==> config.mk <==
export PLATFORM = sky130hd
export DESIGN_NAME = swr_seq_hold_top
export DESIGN_NICKNAME = d
export VERILOG_FILES = /design/src/swr_pkg.sv /design/src/swr_us_tick.sv /design/src/swr_release_timer.sv /design/src/swr_seq_hold_top.sv
export SDC_FILE = /design/constraint.sdc
export NUM_CORES = 1
export LEC_CHECK = 0
export BUFFER_PORTS_ARGS = -buffer_cell sky130_fd_sc_hd__buf_2
export CORE_ASPECT_RATIO = 1.1
export CORE_MARGIN = 2
export CORE_UTILIZATION = 60
export CTS_BUF_LIST = sky130_fd_sc_hd__clkbuf_2 sky130_fd_sc_hd__clkbuf_4 sky130_fd_sc_hd__clkbuf_8
export CTS_CLUSTER_DIAMETER = 50
export CTS_CLUSTER_SIZE = 25
export DETAILED_ROUTE_END_ITERATION = 16
export HOLD_SLACK_MARGIN = 0.12
export PLACE_DENSITY = 0.85
export SYNTH_ARGS = -nofsm -noshare
export SYNTH_HDL_FRONTEND = slang
export SYNTH_HIERARCHICAL = 1
export SYNTH_SLANG_ARGS = --single-unit
==> constraint.sdc <==
create_clock -name aclk -period 4.05 [get_ports aclk]
set_input_delay 0.2025 -clock aclk [delete_from_list [all_inputs] [get_ports aclk]]
set_output_delay 0.2025 -clock aclk [all_outputs]
set_load 0.02 [all_outputs]
==> src/swr_pkg.sv <==
// package: constants, types and decoders of the sequencer hold and reset release
package swr_pkg;

  // ----------------------------------------
  // timing
  // ----------------------------------------
  localparam int CLK_PERIOD_NS = 4;
  localparam int US_NS = 1000;
  localparam int US_CYCLES = US_NS / CLK_PERIOD_NS;
  localparam int TIMEOUT_MS = 500;
  localparam int TIMEOUT_US = TIMEOUT_MS * 1000;
  localparam int SLOT_BASE_US = 32;
  localparam int HOLD_BASE_US = 512;
  localparam int REL_STEP_US = 1024;
  localparam int REL_COARSE_CODE = 32;
  localparam int REL_COARSE_SHIFT = 5;
  localparam int SLOT_CNT_W = 14;
  localparam int HOLD_CNT_W = 24;
  localparam int REL_CNT_W = 21;

  // ----------------------------------------
  // register map
  // ----------------------------------------
  localparam int ADDR_W = 12;
  localparam logic [ADDR_W-1:0] IDX_HOLD_SLOT = 12'h092;
  localparam logic [ADDR_W-1:0] IDX_HOLD_CFG = 12'h097;
  localparam logic [ADDR_W-1:0] IDX_REL_CFG = 12'h099;
  localparam logic [ADDR_W-1:0] ADDR_HOLD_SLOT = IDX_HOLD_SLOT << 2;
  localparam logic [ADDR_W-1:0] ADDR_HOLD_CFG = IDX_HOLD_CFG << 2;
  localparam logic [ADDR_W-1:0] ADDR_REL_CFG = IDX_REL_CFG << 2;
  localparam logic [ADDR_W-1:0] ADDR_SEQ_CTRL = 12'h300;
  localparam logic [ADDR_W-1:0] ADDR_SEQ_CMD = 12'h304;
  localparam logic [ADDR_W-1:0] ADDR_STATUS = 12'h308;

  localparam int HOLD_DIR_LSB = 6;
  localparam int HOLD_TO_BIT = 5;
  localparam int HOLD_MODE_BIT = 4;
  localparam int REL_EVT_LSB = 6;
  localparam int CMD_GO_BIT = 8;
  localparam int CMD_SYS_BIT = 9;
  localparam int CMD_PWR_BIT = 10;

  localparam logic [7:0] HOLD_CFG_RST = 8'h00;
  localparam logic [7:0] REL_CFG_RST = 8'h00;
  localparam logic [3:0] HOLD_SLOT_RST = 4'h0;
  localparam logic [3:0] SLOT_LEN_RST = 4'h0;
  localparam logic [1:0] RESP_OKAY = 2'b00;
  localparam logic [1:0] RESP_SLVERR = 2'b10;

  typedef enum logic [1:0] {
    ST_IDLE = 2'b00,
    ST_SLOT = 2'b01,
    ST_HOLD = 2'b10
  } swr_state_e;

  typedef enum logic [1:0] {
    EVT_WAKE = 2'b00,
    EVT_SYS = 2'b01,
    EVT_PWR = 2'b10,
    EVT_RST_EXIT = 2'b11
  } swr_evt_e;

  // ----------------------------------------
  // decoders
  // ----------------------------------------
  function automatic logic [SLOT_CNT_W-1:0] slot_us(input logic [3:0] code);
    logic [SLOT_CNT_W-1:0] r;
    r = '0;
    if (code <= 4'h8) begin
      r = SLOT_CNT_W'((int'(code) + 1) * SLOT_BASE_US);
    end else if (code == 4'h9) begin
      r = SLOT_CNT_W'(12 * SLOT_BASE_US);
    end else if (code == 4'ha) begin
      r = SLOT_CNT_W'(14 * SLOT_BASE_US);
    end else begin
      r = SLOT_CNT_W'((16 * SLOT_BASE_US) << (code - 4'hb));
    end
    return r;
  endfunction

  function automatic logic [HOLD_CNT_W-1:0] hold_us(input logic [3:0] code);
    logic [HOLD_CNT_W-1:0] r;
    r = '0;
    if (code != 4'h0) begin
      r = HOLD_CNT_W'(HOLD_BASE_US << (code - 4'h1));
    end
    return r;
  endfunction

endpackage

==> src/swr_us_tick.sv <==
// microsecond tick generator
`timescale 1ns/1ns
`default_nettype none
module swr_us_tick #(
  parameter int CYC = 250
) (
  input wire logic aclk,
  input wire logic aresetn,
  output logic tick
);
  logic [15:0] cnt_reg;

  always_ff @(posedge aclk) begin
    if (!aresetn) begin
      cnt_reg <= 16'h0000;
      tick <= 1'b0;
    end else if (cnt_reg == 16'(CYC - 1)) begin
      cnt_reg <= 16'h0000;
      tick <= 1'b1;
    end else begin
      cnt_reg <= cnt_reg + 16'h0001;
      tick <= 1'b0;
    end
  end
endmodule
`default_nettype wire

==> src/swr_release_timer.sv <==
// system reset release delay timer
`timescale 1ns/1ns
`default_nettype none
module swr_release_timer
  import swr_pkg::*;
(
  input wire logic aclk,
  input wire logic aresetn,
  input wire logic us_tick,
  input wire logic trigger,
  input wire logic [5:0] delay_code,
  output logic rst_out_n
);
  logic [REL_CNT_W-1:0] cnt_reg;
  logic [10:0] units;

  // fine steps up to 31, coarse steps of 32 above
  always_comb begin
    if (delay_code < 6'(REL_COARSE_CODE)) begin
      units = 11'(delay_code);
    end else begin
      units = 11'(delay_code - 6'd31) << REL_COARSE_SHIFT;
    end
  end

  always_ff @(posedge aclk) begin
    if (!aresetn) begin
      cnt_reg <= '0;
      rst_out_n <= 1'b0;
    end else if (trigger) begin
      cnt_reg <= REL_CNT_W'(units * REL_STEP_US);
      rst_out_n <= (delay_code == 6'h00);
    end else if (us_tick && cnt_reg != '0) begin
      cnt_reg <= cnt_reg - 1'b1;
      rst_out_n <= (cnt_reg == REL_CNT_W'(1));
    end
  end
endmodule
`default_nettype wire

==> src/swr_seq_hold_top.sv <==
// top: sequencer hold slot, reset release timer and axi4-lite registers
//
// Implementation choice: the AXI4-Lite register port.
`timescale 1ns/1ns
`default_nettype none
// Summary of operation
// - The direction field lets the hold slot stall never, on up, on down or on both.
// - With hold source 0 the sequencer pauses at the hold slot until the wait pin is active.
// - With hold source 1 the sequencer starts the hold timer and pauses until it expires.
// - With timeout enabled a pin wait ends after 500 ms, otherwise it has no limit.
// - The timeout enable matters only for the pin hold source.
// - With hold source 1, hold duration code 0 gives no extra pause beyond the normal slot length.
// - Hold duration codes 1 to 15 give 512 us doubling up to about 8.4 s.
// - The release trigger field picks wake, system up, power up or reset exit.
// - System and power up events count whether from a register write or a pin.
// - Release delay code 0 releases the reset output right after the trigger.
// - Release delay codes 1 to 31 hold reset for code times 1.024 ms.
// - Release delay codes 32 to 63 hold reset for 1.024 ms times 32 times code minus 31.
// - The hold applies only at the slot named by the hold slot index.
// - The normal slot length comes from the slot length code, 32 us at code 0.
module swr_seq_hold_top
  import swr_pkg::*;
#(
  parameter int US_CYC = US_CYCLES,
  parameter int TIMEOUT_LIM_US = TIMEOUT_US
) (
  input wire logic aclk,
  input wire logic aresetn,
  input wire logic [ADDR_W-1:0] awaddr,
  input wire logic awvalid,
  output logic awready,
  input wire logic [31:0] wdata,
  input wire logic [3:0] wstrb,
  input wire logic wvalid,
  output logic wready,
  output logic [1:0] bresp,
  output logic bvalid,
  input wire logic bready,
  input wire logic [ADDR_W-1:0] araddr,
  input wire logic arvalid,
  output logic arready,
  output logic [31:0] rdata,
  output logic [1:0] rresp,
  output logic rvalid,
  input wire logic rready,
  input wire logic external_wait_input_pin,
  input wire logic external_wake_event,
  input wire logic system_domain_power_up_pin,
  input wire logic power_domain_power_up_pin,
  input wire logic leave_reset_mode,
  output logic system_reset_out_n,
  output logic [3:0] current_slot,
  output logic sequence_busy
);

  // ----------------------------------------
  // pin synchronisers
  // ----------------------------------------
  logic [3:0] pin_raw;
  logic [3:0] pin_m;
  logic [3:0] pin_s;
  logic [3:0] pin_d;
  logic [3:0] pin_rise;
  logic wait_pin;

  assign pin_raw = {power_domain_power_up_pin, system_domain_power_up_pin,
                    external_wake_event, external_wait_input_pin};

  always_ff @(posedge aclk) begin
    if (!aresetn) begin
      pin_m <= 4'h0;
      pin_s <= 4'h0;
      pin_d <= 4'h0;
    end else begin
      pin_m <= pin_raw;
      pin_s <= pin_m;
      pin_d <= pin_s;
    end
  end

  assign pin_rise = pin_s & ~pin_d;
  assign wait_pin = pin_s[0];

  // ----------------------------------------
  // timebase
  // ----------------------------------------
  logic us_tick;

  swr_us_tick #(
    .CYC(US_CYC)
  ) u_tick (
    .aclk(aclk),
    .aresetn(aresetn),
    .tick(us_tick)
  );

  // ----------------------------------------
  // axi4-lite write channel
  // ----------------------------------------
  logic aw_full_reg;
  logic w_full_reg;
  logic [ADDR_W-1:0] aw_addr_reg;
  logic [31:0] w_data_reg;
  logic [3:0] w_strb_reg;
  logic aw_hs;
  logic w_hs;
  logic do_wr;
  logic ar_hs;
  logic rvalid_next;

  function automatic logic addr_known(input logic [ADDR_W-1:0] a);
    return a == ADDR_HOLD_SLOT || a == ADDR_HOLD_CFG || a == ADDR_REL_CFG ||
           a == ADDR_SEQ_CTRL || a == ADDR_SEQ_CMD || a == ADDR_STATUS;
  endfunction

  assign aw_hs = awvalid & awready;
  assign w_hs = wvalid & wready;
  assign do_wr = aw_full_reg & w_full_reg & ~bvalid;
  assign ar_hs = arvalid & arready;

  always_ff @(posedge aclk) begin
    if (!aresetn) begin
      aw_full_reg <= 1'b0;
      w_full_reg <= 1'b0;
      aw_addr_reg <= '0;
      w_data_reg <= 32'h00000000;
      w_strb_reg <= 4'h0;
      awready <= 1'b0;
      wready <= 1'b0;
    end else begin
      aw_full_reg <= ~do_wr & (aw_full_reg | aw_hs);
      w_full_reg <= ~do_wr & (w_full_reg | w_hs);
      awready <= do_wr | ~(aw_full_reg | aw_hs);
      wready <= do_wr | ~(w_full_reg | w_hs);
      if (aw_hs) begin
        aw_addr_reg <= {awaddr[ADDR_W-1:2], 2'b00};
      end
      if (w_hs) begin
        w_data_reg <= wdata;
        w_strb_reg <= wstrb;
      end
    end
  end

  always_ff @(posedge aclk) begin
    if (!aresetn) begin
      bvalid <= 1'b0;
      bresp <= RESP_OKAY;
    end else if (do_wr) begin
      bvalid <= 1'b1;
      bresp <= addr_known(aw_addr_reg) && aw_addr_reg != ADDR_STATUS ? RESP_OKAY : RESP_SLVERR;
    end else if (bready) begin
      bvalid <= 1'b0;
    end
  end

  // ----------------------------------------
  // configuration registers
  // ----------------------------------------
  logic [7:0] hold_cfg_reg;
  logic [7:0] rel_cfg_reg;
  logic [3:0] hold_slot_reg;
  logic [3:0] slot_len_reg;
  logic [1:0] hold_dir;
  logic hold_to_en;
  logic hold_mode;
  logic [3:0] hold_code;
  logic cmd_wr;
  logic cmd_go;
  logic cmd_sys;
  logic cmd_pwr;

  assign hold_dir = hold_cfg_reg[HOLD_DIR_LSB +: 2];
  assign hold_to_en = hold_cfg_reg[HOLD_TO_BIT];
  assign hold_mode = hold_cfg_reg[HOLD_MODE_BIT];
  assign hold_code = hold_cfg_reg[3:0];

  always_ff @(posedge aclk) begin
    if (!aresetn) begin
      hold_cfg_reg <= HOLD_CFG_RST;
      rel_cfg_reg <= REL_CFG_RST;
      hold_slot_reg <= HOLD_SLOT_RST;
      slot_len_reg <= SLOT_LEN_RST;
    end else if (do_wr && w_strb_reg[0]) begin
      case (aw_addr_reg)
        ADDR_HOLD_CFG: hold_cfg_reg <= w_data_reg[7:0];
        ADDR_REL_CFG: rel_cfg_reg <= w_data_reg[7:0];
        ADDR_HOLD_SLOT: hold_slot_reg <= w_data_reg[3:0];
        ADDR_SEQ_CTRL: slot_len_reg <= w_data_reg[3:0];
        default: begin
        end
      endcase
    end
  end

  assign cmd_wr = do_wr && aw_addr_reg == ADDR_SEQ_CMD && w_strb_reg[1];
  assign cmd_go = cmd_wr && w_strb_reg[0] && w_data_reg[CMD_GO_BIT];
  assign cmd_sys = cmd_wr && w_data_reg[CMD_SYS_BIT];
  assign cmd_pwr = cmd_wr && w_data_reg[CMD_PWR_BIT];

  // ----------------------------------------
  // sequencer
  // ----------------------------------------
  swr_state_e state_reg;
  logic [3:0] target_reg;
  logic dir_up_reg;
  logic [SLOT_CNT_W-1:0] slot_cnt_reg;
  logic [HOLD_CNT_W-1:0] hold_cnt_reg;
  logic timeout_flag_reg;
  logic go_ok;
  logic dir_new;
  logic dir_ok;
  logic take_hold;
  logic slot_done;
  logic enter_hold;
  logic hold_done;
  logic hold_timeout;
  logic advance;
  logic at_end;
  logic next_slot;

  assign go_ok = cmd_go && state_reg == ST_IDLE && w_data_reg[3:0] != current_slot;
  assign dir_new = go_ok ? (w_data_reg[3:0] > current_slot) : dir_up_reg;
  assign dir_ok = dir_up_reg ? hold_dir[0] : hold_dir[1];
  assign take_hold = current_slot == hold_slot_reg && dir_ok && (!hold_mode || hold_code != 4'h0);
  assign slot_done = state_reg == ST_SLOT && slot_cnt_reg == '0;
  assign enter_hold = slot_done && take_hold;
  assign hold_timeout = !hold_mode && hold_to_en && hold_cnt_reg == '0;
  assign hold_done = state_reg == ST_HOLD &&
                     (hold_mode ? hold_cnt_reg == '0 : (wait_pin || hold_timeout));
  assign advance = (slot_done && !take_hold) || hold_done;
  assign at_end = current_slot == target_reg;
  assign next_slot = go_ok || (advance && !at_end);

  always_ff @(posedge aclk) begin
    if (!aresetn) begin
      state_reg <= ST_IDLE;
    end else begin
      unique case (state_reg)
        ST_IDLE: if (go_ok) begin
          state_reg <= ST_SLOT;
        end
        ST_SLOT: if (enter_hold) begin
          state_reg <= ST_HOLD;
        end else if (advance && at_end) begin
          state_reg <= ST_IDLE;
        end
        ST_HOLD: if (hold_done) begin
          state_reg <= at_end ? ST_IDLE : ST_SLOT;
        end
        default: state_reg <= ST_IDLE;
      endcase
    end
  end

  always_ff @(posedge aclk) begin
    if (!aresetn) begin
      current_slot <= 4'h0;
      target_reg <= 4'h0;
      dir_up_reg <= 1'b1;
    end else begin
      if (go_ok) begin
        target_reg <= w_data_reg[3:0];
      end
      dir_up_reg <= dir_new;
      if (next_slot) begin
        current_slot <= dir_new ? current_slot + 4'h1 : current_slot - 4'h1;
      end
    end
  end

  always_ff @(posedge aclk) begin
    if (!aresetn) begin
      slot_cnt_reg <= '0;
    end else if (next_slot) begin
      slot_cnt_reg <= slot_us(slot_len_reg);
    end else if (us_tick && slot_cnt_reg != '0) begin
      slot_cnt_reg <= slot_cnt_reg - 1'b1;
    end
  end

  always_ff @(posedge aclk) begin
    if (!aresetn) begin
      hold_cnt_reg <= '0;
    end else if (enter_hold) begin
      hold_cnt_reg <= hold_mode ? hold_us(hold_code) : HOLD_CNT_W'(TIMEOUT_LIM_US);
    end else if (state_reg == ST_HOLD && us_tick && hold_cnt_reg != '0) begin
      hold_cnt_reg <= hold_cnt_reg - 1'b1;
    end
  end

  always_ff @(posedge aclk) begin
    if (!aresetn) begin
      timeout_flag_reg <= 1'b0;
      sequence_busy <= 1'b0;
    end else begin
      if (enter_hold) begin
        timeout_flag_reg <= 1'b0;
      end else if (hold_done && hold_timeout && !wait_pin) begin
        timeout_flag_reg <= 1'b1;
      end
      sequence_busy <= go_ok || (sequence_busy && !(advance && at_end));
    end
  end

  // ----------------------------------------
  // reset release
  // ----------------------------------------
  logic sys_evt;
  logic pwr_evt;
  logic rel_trig;
  swr_evt_e rel_sel;

  assign sys_evt = pin_rise[2] || cmd_sys;
  assign pwr_evt = pin_rise[3] || cmd_pwr;
  assign rel_sel = swr_evt_e'(rel_cfg_reg[REL_EVT_LSB +: 2]);

  always_comb begin
    unique case (rel_sel)
      EVT_WAKE: rel_trig = pin_rise[1];
      EVT_SYS: rel_trig = sys_evt;
      EVT_PWR: rel_trig = pwr_evt;
      EVT_RST_EXIT: rel_trig = leave_reset_mode;
    endcase
  end

  swr_release_timer u_rel (
    .aclk(aclk),
    .aresetn(aresetn),
    .us_tick(us_tick),
    .trigger(rel_trig),
    .delay_code(rel_cfg_reg[5:0]),
    .rst_out_n(system_reset_out_n)
  );

  // ----------------------------------------
  // axi4-lite read channel
  // ----------------------------------------
  logic [31:0] rd_val;

  always_comb begin
    rd_val = 32'h00000000;
    case ({araddr[ADDR_W-1:2], 2'b00})
      ADDR_HOLD_CFG: rd_val[7:0] = hold_cfg_reg;
      ADDR_REL_CFG: rd_val[7:0] = rel_cfg_reg;
      ADDR_HOLD_SLOT: rd_val[3:0] = hold_slot_reg;
      ADDR_SEQ_CTRL: rd_val[3:0] = slot_len_reg;
      ADDR_STATUS: rd_val[12:0] = {target_reg, system_reset_out_n, timeout_flag_reg,
                                   dir_up_reg, state_reg, current_slot};
      default: rd_val = 32'h00000000;
    endcase
  end

  assign rvalid_next = ar_hs | (rvalid & ~rready);

  always_ff @(posedge aclk) begin
    if (!aresetn) begin
      rvalid <= 1'b0;
      arready <= 1'b0;
      rdata <= 32'h00000000;
      rresp <= RESP_OKAY;
    end else begin
      rvalid <= rvalid_next;
      arready <= ~rvalid_next & ~ar_hs;
      if (ar_hs) begin
        rdata <= rd_val;
        rresp <= addr_known({araddr[ADDR_W-1:2], 2'b00}) ? RESP_OKAY : RESP_SLVERR;
      end
    end
  end
endmodule
`default_nettype wire

==> metrics <==
status completed; Die W 120 um; post-synth top area share 0.385; synthesis warning total 6; Pwr Total 3.10 mW; routability-driven placement congestion ratio just under 0.9; Post-DP Area between 9000 and 10000 um2; GRT overflow 0; CTS Root Cell clkbuf_8; Final Slew Violations 0; CORE AREA between 10000 and 15000 um2; drt drc 0; Worst path max stage delay around 0.49 ns; Hold Slack just over 0.2 ns; DIE AREA roughly 16000 um2; Final setup viols 0; post-route cell area between 9000 and 10000 um2; Post-synth top flop dfxtp_1; n_diodes 0; Worst Min Path Start araddr[3]; PD cells between 300 and 400 nW/um2; reg2reg start current_slot[1]; DRT iter0 DRCs around 610; area grow syn2layout 12.0%; WHS Endpoint rdata[2]; # IOs 119; Placed Instances 1280; Yosys reg bits between 150 and 200; area leader, netlist dfxtp_1; largest net degree at the start of global routing 56; clock slew at reported path FFs around 0.090 ns; leakage about 3.8 nW; Slew HR 0.298; CP Launch Type flop; Final Hold Vio Count 0; max reg flops 24; most common cell in the netlist dfxtp_1; vias in the first global route approximately 7500; Finished Layout Cells approximately 1300; Worst Hold Path Cells 4; drt total wl approximately 22000 um; CP cell instances inv_1, ha_1, nand4_1, nand3_1, o41a_1, a21oi_1, ha_1, a21o_1, a21o_1, and3_1, o32ai_1, mux2i_1; Max Cap Violations 0; crit path kind reg -> reg; top cells by count, synth 170 x dfxtp_1, 122 x nand2_1, 108 x nor2_1; share of layout cells above drive strength 1 0.130; CTS tree yes; Worst-Skew Late Latency just under 0.5 ns; Max VDD drop 279 uV; crit path max fanout 7; Post-CTS Hold Buffers 30; synth top area cells dfxtp_1 39%, nand2_1 5.2%, a21oi_1 5.0%; RSZ-0062 raised after global routing false; initial core utilization 0.614; Final Cycle Share 0.809; area of the mapped netlist between 8000 and 9000 um2; Worst EP arrival 3.70 ns; number of I/O port buffers 70; setup slack after layout around 0.77 ns; Cells after Synth ~1100; ANT nets after route 0; fin util 0.688; initial antenna violation count 0; Mean Syn Cell Area between 8 and 9 um2; average wire per standard cell 16.4 um; clock skew approximately 0.013 ns; CTS Buffer Depth 2; nets about 1200; worst slack, placed around 0.80 ns; area of the multi-input gates 5030 um2; R2R Path End current_slot[3]; Post-synth EDFFs 0; worst path required time approximately 4.5 ns; CP top delay family compound AO/OA/AOI/OAI gates; worst hold path type in -> reg; async set-reset flop share out of synthesis 0; total global routing track utilization 0.283; number of cells on the worst reg-to-reg path 12; Die Y between 100 and 150 um; maximum clock rate 305 MHz; area taken by flip-flops and latches between 3000 and 4000 um2; CP max-delay cell dfxtp_1; row cnt 46; first-pass GRT wire length 36100 um; CTS Buf Count 17; CTS resizes 0; CTS H-tree depth 4; worst slew pin tran ~1.1 ns; Netlist cell types 82; Setup crit end kind flop; Final min period 3.28 ns; clk sinks 170; setup_tns 0 ns; DRT Pass-1 Iters 6; Seq/Total Area, Yosys 0.385; fillcell total about 1100; via count 7997; worst path buffer plus inverter count 1; Post-CTS Setup Inserts 0; vias per std cell between 5 and 6; worst reg-to-reg setup slack between 0.7 and 0.8 ns; Final HPWL DP 14900 um
-- where the power goes --
part / internal, mW / total, mW / switching, mW
registers: 1.70 / 1.72 / 0.0231
logic: 0.0725 / 0.195 / 0.122
clock network: 0.516 / 1.19 / 0.671
-- layout make-up --
| class | instances | area share |
|---|---|---|
| timing repair buffer | 107 | 0.0711 |
| clock buffer | 18 | 0.0250 |
| tap | 192 | 0.0243 |
| multi-input combinational | 807 | 0.509 |
| sequential | 170 | 0.344 |
| clock inverter | 14 | 0.0143 |
| inverter | 34 | 0.0129 |
-- cells by family after synthesis --
| group | Yosys count | share of synthesized area |
|---|---|---|
| AOI/OAI and AO/OA | 210 | 0.156 |
| xor gates and xnor gates | 61 | 0.0604 |
| adders and majority gates | 23 | 0.0334 |
| buffers and inverters | 100 | 0.0541 |
| DFF | 170 | 0.385 |
| muxes | 30 | 0.0355 |
| other | 1 | 0.000424 |
| and+or+nand+nor | 462 | 0.275 |
-- worst max path at each step --
stage                            to  cells past startpoint             from
global placement    current_slot[3]                     12  current_slot[1]
CTS                 current_slot[3]                     12  current_slot[1]
global route        current_slot[3]                     12  current_slot[1]
floorplan           current_slot[3]                     12  current_slot[1]
finish              current_slot[3]                     12  current_slot[1]
detailed placement  current_slot[3]                     12  current_slot[1]
-- routing by layer --
layer  share of wire  up-vias  track usage
met3           0.071       60       0.0699
met4           0.032        0        0.129
met5               0        -            0
met1            0.42     3755        0.353
met2            0.47      326        0.459
li1                -     3856            -
-- layout by cell type, fill, tap and decap left out, types with 11 or more instances in the layout --
master and count:
nand4_1 13, xnor2_1 48, mux2i_1 28, inv_1 33, nand2_1 122, a22oi_1 13, nor2b_1 11, a21oi_1 88
o21ai_0 28, buf_2 70, nor3_1 40, nor4_1 17, conb_1 21, nand3_1 42, and2_1 18, nor2_1 108
dlygate4sd3_1 30, dfxtp_1 170, xor2_1 13, a21o_1 11, ha_1 22, clkbuf_8 18
-- worst register-to-register path, cell delays in order (launching register included) --
cell	delay [ns]
dfxtp_1	0.49
inv_1	0.13
ha_1	0.33
nand4_1	0.10
nand3_1	0.15
o41a_1	0.38
a21oi_1	0.30
ha_1	0.30
a21o_1	0.17
a21o_1	0.20
and3_1	0.18
o32ai_1	0.29
mux2i_1	0.21
No activity file was read; power rests on OpenSTA's default activity.
